### config.mk
export PLATFORM = sky130hd
export DESIGN_NAME = backlight_brightness_dimming
export DESIGN_NICKNAME = d
export VERILOG_FILES = /design/src/rtl/backlight_pkg.sv /design/src/rtl/backlight_brightness_dimming.sv
export SDC_FILE = /design/constraint.sdc
export NUM_CORES = 1
export LEC_CHECK = 0
export BUFFER_PORTS_ARGS = -buffer_cell sky130_fd_sc_hd__buf_2
export CAP_MARGIN = 20
export CORE_MARGIN = 2
export CORE_UTILIZATION = 35
export DETAILED_ROUTE_END_ITERATION = 10
export PLACE_DENSITY = 0.6
export SLEW_MARGIN = 10
export SYNTH_ARGS = -nofsm -noshare
export SYNTH_HDL_FRONTEND = slang
export SYNTH_SLANG_ARGS = --single-unit
### constraint.sdc
create_clock -name sys_clk -period 24.7 [get_ports sys_clk]
set_input_delay 2.47 -clock sys_clk [delete_from_list [all_inputs] [get_ports sys_clk]]
set_output_delay 2.47 -clock sys_clk [all_outputs]
set_load 0.05 [all_outputs]
### src/rtl/backlight_pkg.sv
/*
 Shared constants and types of the backlight dimming engine.
 Assumes a 50 MHz core clock and an 8-bit register port.
*/
package backlight_pkg;
    localparam int CLK_MHZ      = 50;
    localparam int RAMP_FAST_US = 128;
    localparam int RAMP_SLOW_US = 1024;
    localparam int OVP_QUAL_US  = 1000;
    ////////////////////////////////////////////////////////////////////
    localparam logic [7:0] ADDR_SINK_EN = 8'h10;
    localparam logic [7:0] ADDR_CTRL    = 8'h11;
    localparam logic [7:0] ADDR_BRT_HI  = 8'h19;
    localparam logic [7:0] ADDR_BRT_LO  = 8'h1a;
    localparam logic [7:0] ADDR_FAULT   = 8'h1f;
    localparam logic [7:0] RD_ZERO      = 8'h00;
    localparam int         SINK_EN_LSB  = 1;
    localparam int         CTRL_MODE_LSB = 5;
    localparam int         CTRL_RAMP_BIT = 4;
    localparam int         FAULT_OV_BIT  = 0;
    localparam logic [2:0] SINK_EN_RST  = 3'h7;
    localparam logic [1:0] MODE_RST     = 2'h3;
    localparam logic       RAMP_RST     = 1'b0;
    localparam logic [7:0] BRT_HI_RST   = 8'hff;
    localparam logic [3:0] BRT_LO_RST   = 4'hf;
    localparam logic [3:0] CTRL_RSV     = 4'h5;
    localparam logic [3:0] LO_RSV       = 4'hf;
    ////////////////////////////////////////////////////////////////////
    localparam int          LVL_W       = 20;
    localparam int          MEAS_W      = 12;
    localparam logic [19:0] STEP_Q8     = 20'h00100;
    localparam logic [19:0] FULL_Q8     = 20'h08000;
    localparam logic [19:0] KNEE_REG_Q8 = 20'h00800;
    localparam logic [19:0] KNEE_HYB_Q8 = 20'h01000;
    localparam logic [11:0] CODE_EXP_TOP = 12'h00f;
    localparam logic [8:0]  DUTY_FULL   = 9'h100;
    localparam logic [8:0]  DUTY_16TH   = 9'h010;
    localparam logic [8:0]  DUTY_8TH    = 9'h020;
    localparam int          AMP_X16_SH  = 4;
    localparam int          AMP_X8_SH   = 3;
    localparam logic [12:0] DUTY_ONE    = 13'h1000;
    localparam logic [3:0]  DIV_STEPS   = 4'hd;
    localparam logic [7:0]  PH_THIRD    = 8'h55;
    localparam logic [7:0]  PH_2THIRD   = 8'hab;
    localparam logic [7:0]  PH_HALF     = 8'h80;
    // Average in Q8 units for codes 1..15 (growth 1.149 per code)
    localparam logic [11:0] EXP_Q8 [0:15] = '{12'h000, 12'h100, 12'h126,
        12'h152, 12'h184, 12'h1be, 12'h201, 12'h24d, 12'h2a5, 12'h30a,
        12'h37e, 12'h403, 12'h49c, 12'h54b, 12'h615, 12'h6fd};
    ////////////////////////////////////////////////////////////////////
    typedef enum logic [1:0] {
        MODE_REG = 2'h0, MODE_PWM = 2'h1, MODE_MIX_A = 2'h2, MODE_MIX_B = 2'h3
    } dim_mode_e;
    typedef enum logic [1:0] {
        OV_RUN = 2'h0, OV_QUAL = 2'h1, OV_TRIP = 2'h3
    } ov_state_e;
    typedef struct packed {
        dim_mode_e  mode;
        logic       rampEn;
        logic [2:0] sinkEn;
    } ctrl_s;
endpackage : backlight_pkg

### src/rtl/backlight_brightness_dimming.sv
/*
 Brightness engine: register port, PWM duty meter, effective code,
 ramp, staggered sink pulses and output over-voltage guard.
 Assumes pwmIn, ovHigh and ovLow are asynchronous pins; rstn low
 whenever the device is disabled.
*/
// Functional notes
// - Source 00 uses only the register word; PWM input is ignored.
// - Word is low nibble plus high byte; high byte write applies it.
// - Register codes 256..4095 give continuous current of half even code.
// - Register codes 16..255 use full amplitude, duty follows code.
// - Register codes 1..15 use duty 16/256, exponential average.
// - Code zero gives zero current in every source setting.
// - Register ramp steps every 128 us when high nibble nonzero.
// - Register ramp steps every 1024 us when high nibble zero.
// - PWM-only code is duty times 2048, linear current.
// - Codes below 16 in PWM modes pulse at 1/8 duty, amplitude x8.
// - PWM-only source never ramps.
// - Combined code is even word times half times duty.
// - Combined code is linear to 2047 with fractional steps.
// - Combined ramp rate chosen from register high nibble only.
// - Sink pulse windows are offset in phase.
// - Over-voltage valid after 1 ms; boost stops until low threshold.
// - Valid over-voltage sets fault bit zero.
// - Source field 00 reg, 01 PWM, 10/11 combined, resets to 11.
// - Ramp bit resets to zero; one enables ramping.
// - Fault bit zero is read-only and shows over-voltage.
`timescale 1ns/1ns
module backlight_brightness_dimming
    import backlight_pkg::*;
#(
    parameter int RAMP_FAST_CYC = RAMP_FAST_US * CLK_MHZ,
    parameter int RAMP_SLOW_CYC = RAMP_SLOW_US * CLK_MHZ,
    parameter int OVP_QUAL_CYC  = OVP_QUAL_US * CLK_MHZ
) (
    input  wire logic              sys_clk,
    input  wire logic              rstn,
    input  wire logic [7:0]        regAddr,
    input  wire logic [7:0]        regWrData,
    input  wire logic              regWr,
    input  wire logic              regRd,
    output logic      [7:0]        regRdData,
    input  wire logic              pwmIn,
    input  wire logic              ovHigh,
    input  wire logic              ovLow,
    output logic                   boostEnable,
    output logic      [2:0]        sinkOn,
    output logic      [LVL_W-1:0]  sinkLevel
);

    ////////////////////////////////////////////////////////////////////
    // Pin synchronisers
    logic [2:0] syncA, syncB;
    logic       pwmPrev;
    always_ff @(posedge sys_clk or negedge rstn) begin
        if (!rstn) begin
            syncA   <= 3'h0;
            syncB   <= 3'h0;
            pwmPrev <= 1'b0;
        end else begin
            syncA   <= {ovLow, ovHigh, pwmIn};
            syncB   <= syncA;
            pwmPrev <= syncB[0];
        end
    end
    wire pwmLvl  = syncB[0];
    wire ovHi    = syncB[1];
    wire ovLo    = syncB[2];
    wire pwmRise = pwmLvl && !pwmPrev;
    ////////////////////////////////////////////////////////////////////
    // Register file
    ctrl_s      ctrl, next_ctrl;
    logic [3:0] lowNib, next_lowNib;
    logic [7:0] highByte, next_highByte;
    logic [11:0] word, next_word;
    logic [7:0] next_regRdData;
    logic       ovFlag, next_ovFlag;
    logic       ovValid;
    always_comb begin
        next_ctrl     = ctrl;
        next_lowNib   = lowNib;
        next_highByte = highByte;
        next_word     = word;
        if (regWr) begin
            case (regAddr)
                ADDR_SINK_EN: next_ctrl.sinkEn = regWrData[SINK_EN_LSB+:3];
                ADDR_CTRL: begin
                    next_ctrl.mode   =
                        dim_mode_e'(regWrData[CTRL_MODE_LSB+:2]);
                    next_ctrl.rampEn = regWrData[CTRL_RAMP_BIT];
                end
                ADDR_BRT_LO: next_lowNib = regWrData[3:0];
                ADDR_BRT_HI: begin
                    next_highByte = regWrData;
                    next_word     = {regWrData, lowNib};
                end
                default: ;
            endcase
        end
        next_ovFlag = ovFlag || ovValid;
        case (regAddr)
            ADDR_SINK_EN: next_regRdData = {4'h0, ctrl.sinkEn, 1'b1};
            ADDR_CTRL:    next_regRdData = {1'b0, ctrl.mode, ctrl.rampEn,
                                            CTRL_RSV};
            ADDR_BRT_HI:  next_regRdData = highByte;
            ADDR_BRT_LO:  next_regRdData = {LO_RSV, lowNib};
            ADDR_FAULT:   next_regRdData = {7'h00, ovFlag};
            default:      next_regRdData = RD_ZERO;
        endcase
        if (!regRd)
            next_regRdData = RD_ZERO;
    end
    always_ff @(posedge sys_clk or negedge rstn) begin
        if (!rstn) begin
            ctrl      <= '{mode: dim_mode_e'(MODE_RST), rampEn: RAMP_RST,
                           sinkEn: SINK_EN_RST};
            lowNib    <= BRT_LO_RST;
            highByte  <= BRT_HI_RST;
            word      <= {BRT_HI_RST, BRT_LO_RST};
            ovFlag    <= 1'b0;
            regRdData <= RD_ZERO;
        end else begin
            ctrl      <= next_ctrl;
            lowNib    <= next_lowNib;
            highByte  <= next_highByte;
            word      <= next_word;
            ovFlag    <= next_ovFlag;
            regRdData <= next_regRdData;
        end
    end
    ////////////////////////////////////////////////////////////////////
    // Duty meter: one divide per input period; a stuck pin reads 0 or 1
    logic [MEAS_W-1:0] perCnt, next_perCnt, highCnt, next_highCnt;
    logic [23:0] num, next_num, den, next_den;
    logic [12:0] quo, next_quo, duty, next_duty;
    logic [3:0]  divLeft, next_divLeft;
    wire perSat = &perCnt;
    always_comb begin
        next_perCnt  = perSat ? perCnt : perCnt + 1'b1;
        next_highCnt = (pwmLvl && !(&highCnt)) ? highCnt + 1'b1 : highCnt;
        next_num     = num;
        next_den     = den;
        next_quo     = quo;
        next_divLeft = divLeft;
        next_duty    = duty;
        if (pwmRise) begin
            if (!perSat) begin
                next_num     = {highCnt, 12'h000};
                next_den     = {perCnt, 12'h000};
                next_quo     = 13'h0000;
                next_divLeft = DIV_STEPS;
            end
            next_perCnt  = {{(MEAS_W-1){1'b0}}, 1'b1};
            next_highCnt = {{(MEAS_W-1){1'b0}}, 1'b1};
        end else if (divLeft != 4'h0) begin
            next_quo = {quo[11:0], num >= den};
            if (num >= den)
                next_num = num - den;
            next_den     = den >> 1;
            next_divLeft = divLeft - 1'b1;
            if (divLeft == 4'h1)
                next_duty = (next_quo > DUTY_ONE) ? DUTY_ONE : next_quo;
        end else if (perSat) begin
            next_duty = pwmLvl ? DUTY_ONE : 13'h0000;
        end
    end
    always_ff @(posedge sys_clk or negedge rstn) begin
        if (!rstn) begin
            perCnt  <= '0;
            highCnt <= '0;
            num     <= 24'h000000;
            den     <= 24'h000000;
            quo     <= 13'h0000;
            divLeft <= 4'h0;
            duty    <= 13'h0000;
        end else begin
            perCnt  <= next_perCnt;
            highCnt <= next_highCnt;
            num     <= next_num;
            den     <= next_den;
            quo     <= next_quo;
            divLeft <= next_divLeft;
            duty    <= next_duty;
        end
    end
    ////////////////////////////////////////////////////////////////////
    // Effective code and ramp, average held in Q8 units of one LSB
    logic [LVL_W-1:0] target, cur, next_cur;
    logic [15:0]      tick, next_tick;
    logic [24:0]      mixProd;
    logic [LVL_W-1:0] diff;
    wire [11:0] evenWord   = {word[11:1], 1'b0};
    wire        rampActive = ctrl.rampEn && ctrl.mode != MODE_PWM;
    wire        fastRate   = word[11:8] != 4'h0;
    always_comb begin
        mixProd = evenWord * duty;
        case (ctrl.mode)
            MODE_REG: begin
                if (word <= CODE_EXP_TOP)
                    target = {8'h00, EXP_Q8[word[3:0]]};
                else
                    target = {1'b0, word[11:1], 8'h00};
            end
            MODE_PWM: target = {duty, 7'h00};
            default:  target = mixProd[24:5];
        endcase
        diff      = (cur > target) ? cur - target : target - cur;
        next_cur  = cur;
        next_tick = tick;
        if (!rampActive) begin
            next_cur  = target;
            next_tick = 16'h0000;
        end else if (tick == 16'h0000) begin
            next_tick = fastRate ? 16'(RAMP_FAST_CYC - 1)
                                 : 16'(RAMP_SLOW_CYC - 1);
            if (diff <= STEP_Q8)
                next_cur = target;
            else if (cur < target)
                next_cur = cur + STEP_Q8;
            else
                next_cur = cur - STEP_Q8;
        end else begin
            next_tick = tick - 1'b1;
        end
    end
    always_ff @(posedge sys_clk or negedge rstn) begin
        if (!rstn) begin
            cur  <= '0;
            tick <= 16'h0000;
        end else begin
            cur  <= next_cur;
            tick <= next_tick;
        end
    end
    ////////////////////////////////////////////////////////////////////
    // Pulse shaping and phase-staggered sinks
    logic [7:0]       phase;
    logic [8:0]       dutyLen;
    logic [LVL_W-1:0] amp;
    logic [2:0]       next_sinkOn;
    logic [7:0]       off [3];
    logic [1:0]       rank [3];
    logic [1:0]       nEn;
    always_comb begin
        if (ctrl.mode == MODE_REG) begin
            if (cur >= FULL_Q8) begin
                dutyLen = DUTY_FULL;
                amp     = cur;
            end else if (cur >= KNEE_REG_Q8) begin
                dutyLen = {1'b0, cur[14:7]};
                amp     = FULL_Q8;
            end else begin
                dutyLen = DUTY_16TH;
                amp     = cur << AMP_X16_SH;
            end
        end else if (cur < KNEE_HYB_Q8) begin
            dutyLen = DUTY_8TH;
            amp     = cur << AMP_X8_SH;
        end else begin
            dutyLen = DUTY_FULL;
            amp     = cur;
        end
        nEn     = 2'(ctrl.sinkEn[0]) + 2'(ctrl.sinkEn[1])
                + 2'(ctrl.sinkEn[2]);
        rank[0] = 2'h0;
        rank[1] = 2'(ctrl.sinkEn[0]);
        rank[2] = 2'(ctrl.sinkEn[0]) + 2'(ctrl.sinkEn[1]);
        for (int i = 0; i < 3; i++) begin
            if (nEn == 2'h3)
                off[i] = (rank[i] == 2'h1) ? PH_THIRD
                       : (rank[i] == 2'h2) ? PH_2THIRD : 8'h00;
            else if (nEn == 2'h2 && rank[i] == 2'h1)
                off[i] = PH_HALF;
            else
                off[i] = 8'h00;
            next_sinkOn[i] = ctrl.sinkEn[i] && cur != '0
                && {1'b0, 8'(phase - off[i])} < dutyLen;
        end
    end
    always_ff @(posedge sys_clk or negedge rstn) begin
        if (!rstn) begin
            phase     <= 8'h00;
            sinkOn    <= 3'h0;
            sinkLevel <= '0;
        end else begin
            phase     <= phase + 1'b1;
            sinkOn    <= next_sinkOn;
            sinkLevel <= amp;
        end
    end
    ////////////////////////////////////////////////////////////////////
    // Over-voltage guard; filter rejects spikes shorter than the window
    ov_state_e  ovState, next_ovState;
    logic [15:0] ovCnt, next_ovCnt;
    always_comb begin
        next_ovState = ovState;
        next_ovCnt   = 16'h0000;
        ovValid      = 1'b0;
        case (ovState)
            OV_RUN:  if (ovHi) next_ovState = OV_QUAL;
            OV_QUAL: begin
                if (!ovHi) begin
                    next_ovState = OV_RUN;
                end else if (ovCnt >= 16'(OVP_QUAL_CYC)) begin
                    next_ovState = OV_TRIP;
                    ovValid      = 1'b1;
                end else begin
                    next_ovCnt = ovCnt + 1'b1;
                end
            end
            OV_TRIP: if (ovLo) next_ovState = OV_RUN;
            default: next_ovState = OV_RUN;
        endcase
    end
    always_ff @(posedge sys_clk or negedge rstn) begin
        if (!rstn) begin
            ovState     <= OV_RUN;
            ovCnt       <= 16'h0000;
            boostEnable <= 1'b0;
        end else begin
            ovState     <= next_ovState;
            ovCnt       <= next_ovCnt;
            boostEnable <= next_ovState != OV_TRIP;
        end
    end
endmodule : backlight_brightness_dimming

==> impl_metrics.env <==
export IMPL_dieHeight_um=243
export IMPL_cts_root_buf="clkbuf_16"
export IMPL_place_hpwl_um=39400
export IMPL_first_iter_violations=1126
export IMPL_crit_buf_inv=4
export IMPL_syn_nets=2609
export IMPL_routed_wl_um=52300
export IMPL_cts_repair_resized=0
export IMPL_drv_cap=0
export IMPL_finalSetupViolations=0
export IMPL_grt_start_max_net_pins=92
export IMPL_finalPower_uw=1720
export IMPL_hold_path_class="register to register"
export IMPL_ff2ff_path_depth=38
export IMPL_postSynthAreaPerCell_um2=8.71
export IMPL_overflow=0
export IMPL_area_growth_pct=9.45
export IMPL_synth_cells=2301
export IMPL_r2r_start="word[3]"
export IMPL_hold_end="syncB[1]"
export IMPL_tns_ns=0
export IMPL_dieArea_mm2=0.0592
export IMPL_max_stage_delay_ns=0.91
export IMPL_yosys_register_bits=225
export IMPL_synth_edff_count=0
export IMPL_finalMaxSlewViolations=0
export IMPL_avgViaCountPerCell=5.40
export IMPL_first_pass_iters=7
export IMPL_grt_pass1_wl_um=87300
export IMPL_cp_slowest_cell="dfstp_2"
export IMPL_reg2reg_slack_ns=14.32
export IMPL_clk_latency_ns=0.59
export IMPL_grt_use_total_pct=17.6
export IMPL_clk_pin_slew_ns=0.06
export IMPL_grt_pass1_vias=16871
export IMPL_num_io_pins=55
export IMPL_drcViolationCount=0
export IMPL_peakVddDrop_mv=0.0705
export IMPL_routedWlPerCell_um=17.0
export IMPL_grt_antenna_before_repair=1
export IMPL_ys_flop_type="dfrtp_1"
export IMPL_relSlewSlack_pct=33.2
export IMPL_rsz0062_at_grt="false"
export IMPL_min_path_cells=0
export IMPL_finalCritPeriodShare_pct=42.0
export IMPL_vias=16573
export IMPL_power_density_mw_per_mm2=78.2
export IMPL_tritoncts="yes"
export IMPL_yosysSeqAreaShare_pct=28.2
export IMPL_cp_required_ns=25.20
export IMPL_diodes=0
export IMPL_multi_input_area_mm2=0.0131
export IMPL_core_mm2=0.0565
export IMPL_path_depth=38
export IMPL_tightest_slew_ns=0.988
export IMPL_syn_area_mm2=0.0201
export IMPL_fillers=5668
export IMPL_skew_ns=0.0297
export IMPL_gp_congestion=0.889
export IMPL_critical_path_endpoint_type="register"
export IMPL_drive_above_1_share_pct=8.43
export IMPL_min_delay_start="syncA[1]"
export IMPL_fin_crit_ns=10.38
export IMPL_cts_max_level=1
export IMPL_cp_arrival_ns=10.88
export IMPL_initial_core_util_pct=35.5
export IMPL_cp_top_family="compound AO/OA/AOI/OAI gates"
export IMPL_worst_setup_path_start_kind="register"
export IMPL_hold_violations=0
export IMPL_cts_hold_buf=0
export IMPL_worstSetupPathType="register to register"
export IMPL_worstReg2RegEnd="cur[19]"
export IMPL_clock_sinks=225
export IMPL_power_leakage_uw=0.0103
export IMPL_max_freq_ghz=0.0963
export IMPL_chipWidth_um=243
export IMPL_async_reset_ff_share_pct=100
export IMPL_ys_types=95
export IMPL_cts_setup_buffers=0
export IMPL_status="finished clean"
export IMPL_ant_nets=0
export IMPL_final_nets=2602
export IMPL_cts_buffers=26
export IMPL_portBuffers=54
export IMPL_synth_warning_count=0
export IMPL_fp_row_count=87
export IMPL_clock_path_buffers=3
export IMPL_seqCellArea_mm2=0.00566
export IMPL_crit_fanout=30
-- final cells by class --
type	count	share of cell area (%)
sequential	225	25.8
timing repair buffer	66	1.69
clock inverter	14	1.26
clock buffer	33	3.18
inverter	239	4.09
tap	756	4.31
multi-input combinational	1736	59.7
-- cells in the mapped netlist (21+ instances only) --
cell type | count | share of area [%]
nor2_1 | 172 | 3.2
o211ai_1 | 26 | 0.97
mux2i_1 | 27 | 1.3
xor2_1 | 53 | 2.3
xnor2_1 | 61 | 2.7
mux2_2 | 24 | 1.3
nand3_1 | 65 | 1.6
nor3_1 | 35 | 0.87
a31oi_1 | 28 | 0.87
a211oi_1 | 22 | 0.82
and2_1 | 76 | 2.4
nand2_1 | 253 | 4.7
fa_1 | 104 | 10
ha_1 | 181 | 11
clkbuf_1 | 80 | 1.5
nor4_1 | 24 | 0.75
a21o_1 | 36 | 1.3
inv_1 | 238 | 4.5
o21ai_0 | 113 | 2.8
nand4_1 | 23 | 0.72
o21a_1 | 21 | 0.79
a21oi_1 | 141 | 3.5
dfstp_2 | 21 | 2.8
dfrtp_1 | 204 | 25
and3_1 | 27 | 0.84
-- per-stage QoR --
| step | util, % | setup WS, ns | area [µm²] | std cells | hold WS (ns) |
|---|---|---|---|---|---|
| 2_1_floorplan | - | 14.91 | 20100 | 2301 | 0.331 |
| 3_3_place_gp | 37.1 | 14.59 | 21000 | 3020 | 0.337 |
| 3_5_place_dp | 37.1 | 14.44 | 21000 | 3020 | 0.336 |
| 4_1_cts | 38.8 | 14.43 | 21900 | 3067 | 0.349 |
| 5_1_grt | 38.8 | 13.63 | 21900 | 3069 | 0.354 |
| 6_report | 38.8 | 14.32 | 21900 | 3069 | 0.346 |
-- placed cells by master (no fill, tap or decap), types with 23 or more instances in the layout --
cell,synthesis,final
and3_1,27,27
and2_1,76,76
xor2_1,53,53
inv_1,238,238
o211ai_1,26,26
fa_1,104,104
nor3_1,35,35
ha_1,181,181
buf_2,15,53
a21o_1,36,36
dfrtp_1,204,204
a21oi_1,141,141
o21ai_0,113,113
mux2_2,24,24
nor4_1,24,23
nor2_1,172,172
clkbuf_16,0,26
mux2i_1,27,27
nand2_1,253,253
xnor2_1,61,61
nand3_1,65,65
nand4_1,23,23
a31oi_1,28,28
-- layer usage --
layer	track usage [%]	up-vias	part of all wire, %
met4	4.60	2	2.2
met1	23.2	8205	45
met5	0	-	0.023
met2	30.6	360	49
met3	1.98	72	4.2
li1	-	7934	-
-- worst max path at each step --
| stage | start | end | slack (ns) |
|---|---|---|---|
| 2_1_floorplan | word[3] | cur[19] | 14.91 |
| 3_5_place_dp | word[3] | cur[19] | 14.44 |
| 5_1_grt | word[3] | cur[19] | 13.63 |
| 3_3_place_gp | word[3] | cur[19] | 14.59 |
| 6_report | word[3] | cur[19] | 14.32 |
| 4_1_cts | word[3] | cur[19] | 14.43 |
-- flip-flops by register name (all words and copies together) (netlist names), 4 cells and up --
signal     flops
divLeft        4
tick          16
ctrl           6
den           24
perCnt        12
ovCnt         16
phase          8
regRdData      8
sinkLevel     20
duty          13
word           4
num           24
cur           20
highCnt       12
highByte       8
lowNib         4
quo           12
-- cell families after synthesis --
kind of cell               Yosys count  synth area share [%]
and+or+nand+nor                    754                  18.1
AOI/OAI and AO/OA                  532                  17.8
buffers and inverters              340                  6.51
adders and majority gates          285                  21.7
DFF                                225                  28.2
xor gates and xnor gates           114                  4.98
muxes                               51                  2.70
-- power by group --
| part | internal (µW) | total (µW) | switching, µW |
|---|---|---|---|
| Sequential | 431 | 512 | 81.0 |
| Combinational | 305 | 762 | 456 |
| Clock | 274 | 443 | 169 |
(Power assumes the default switching activity.)
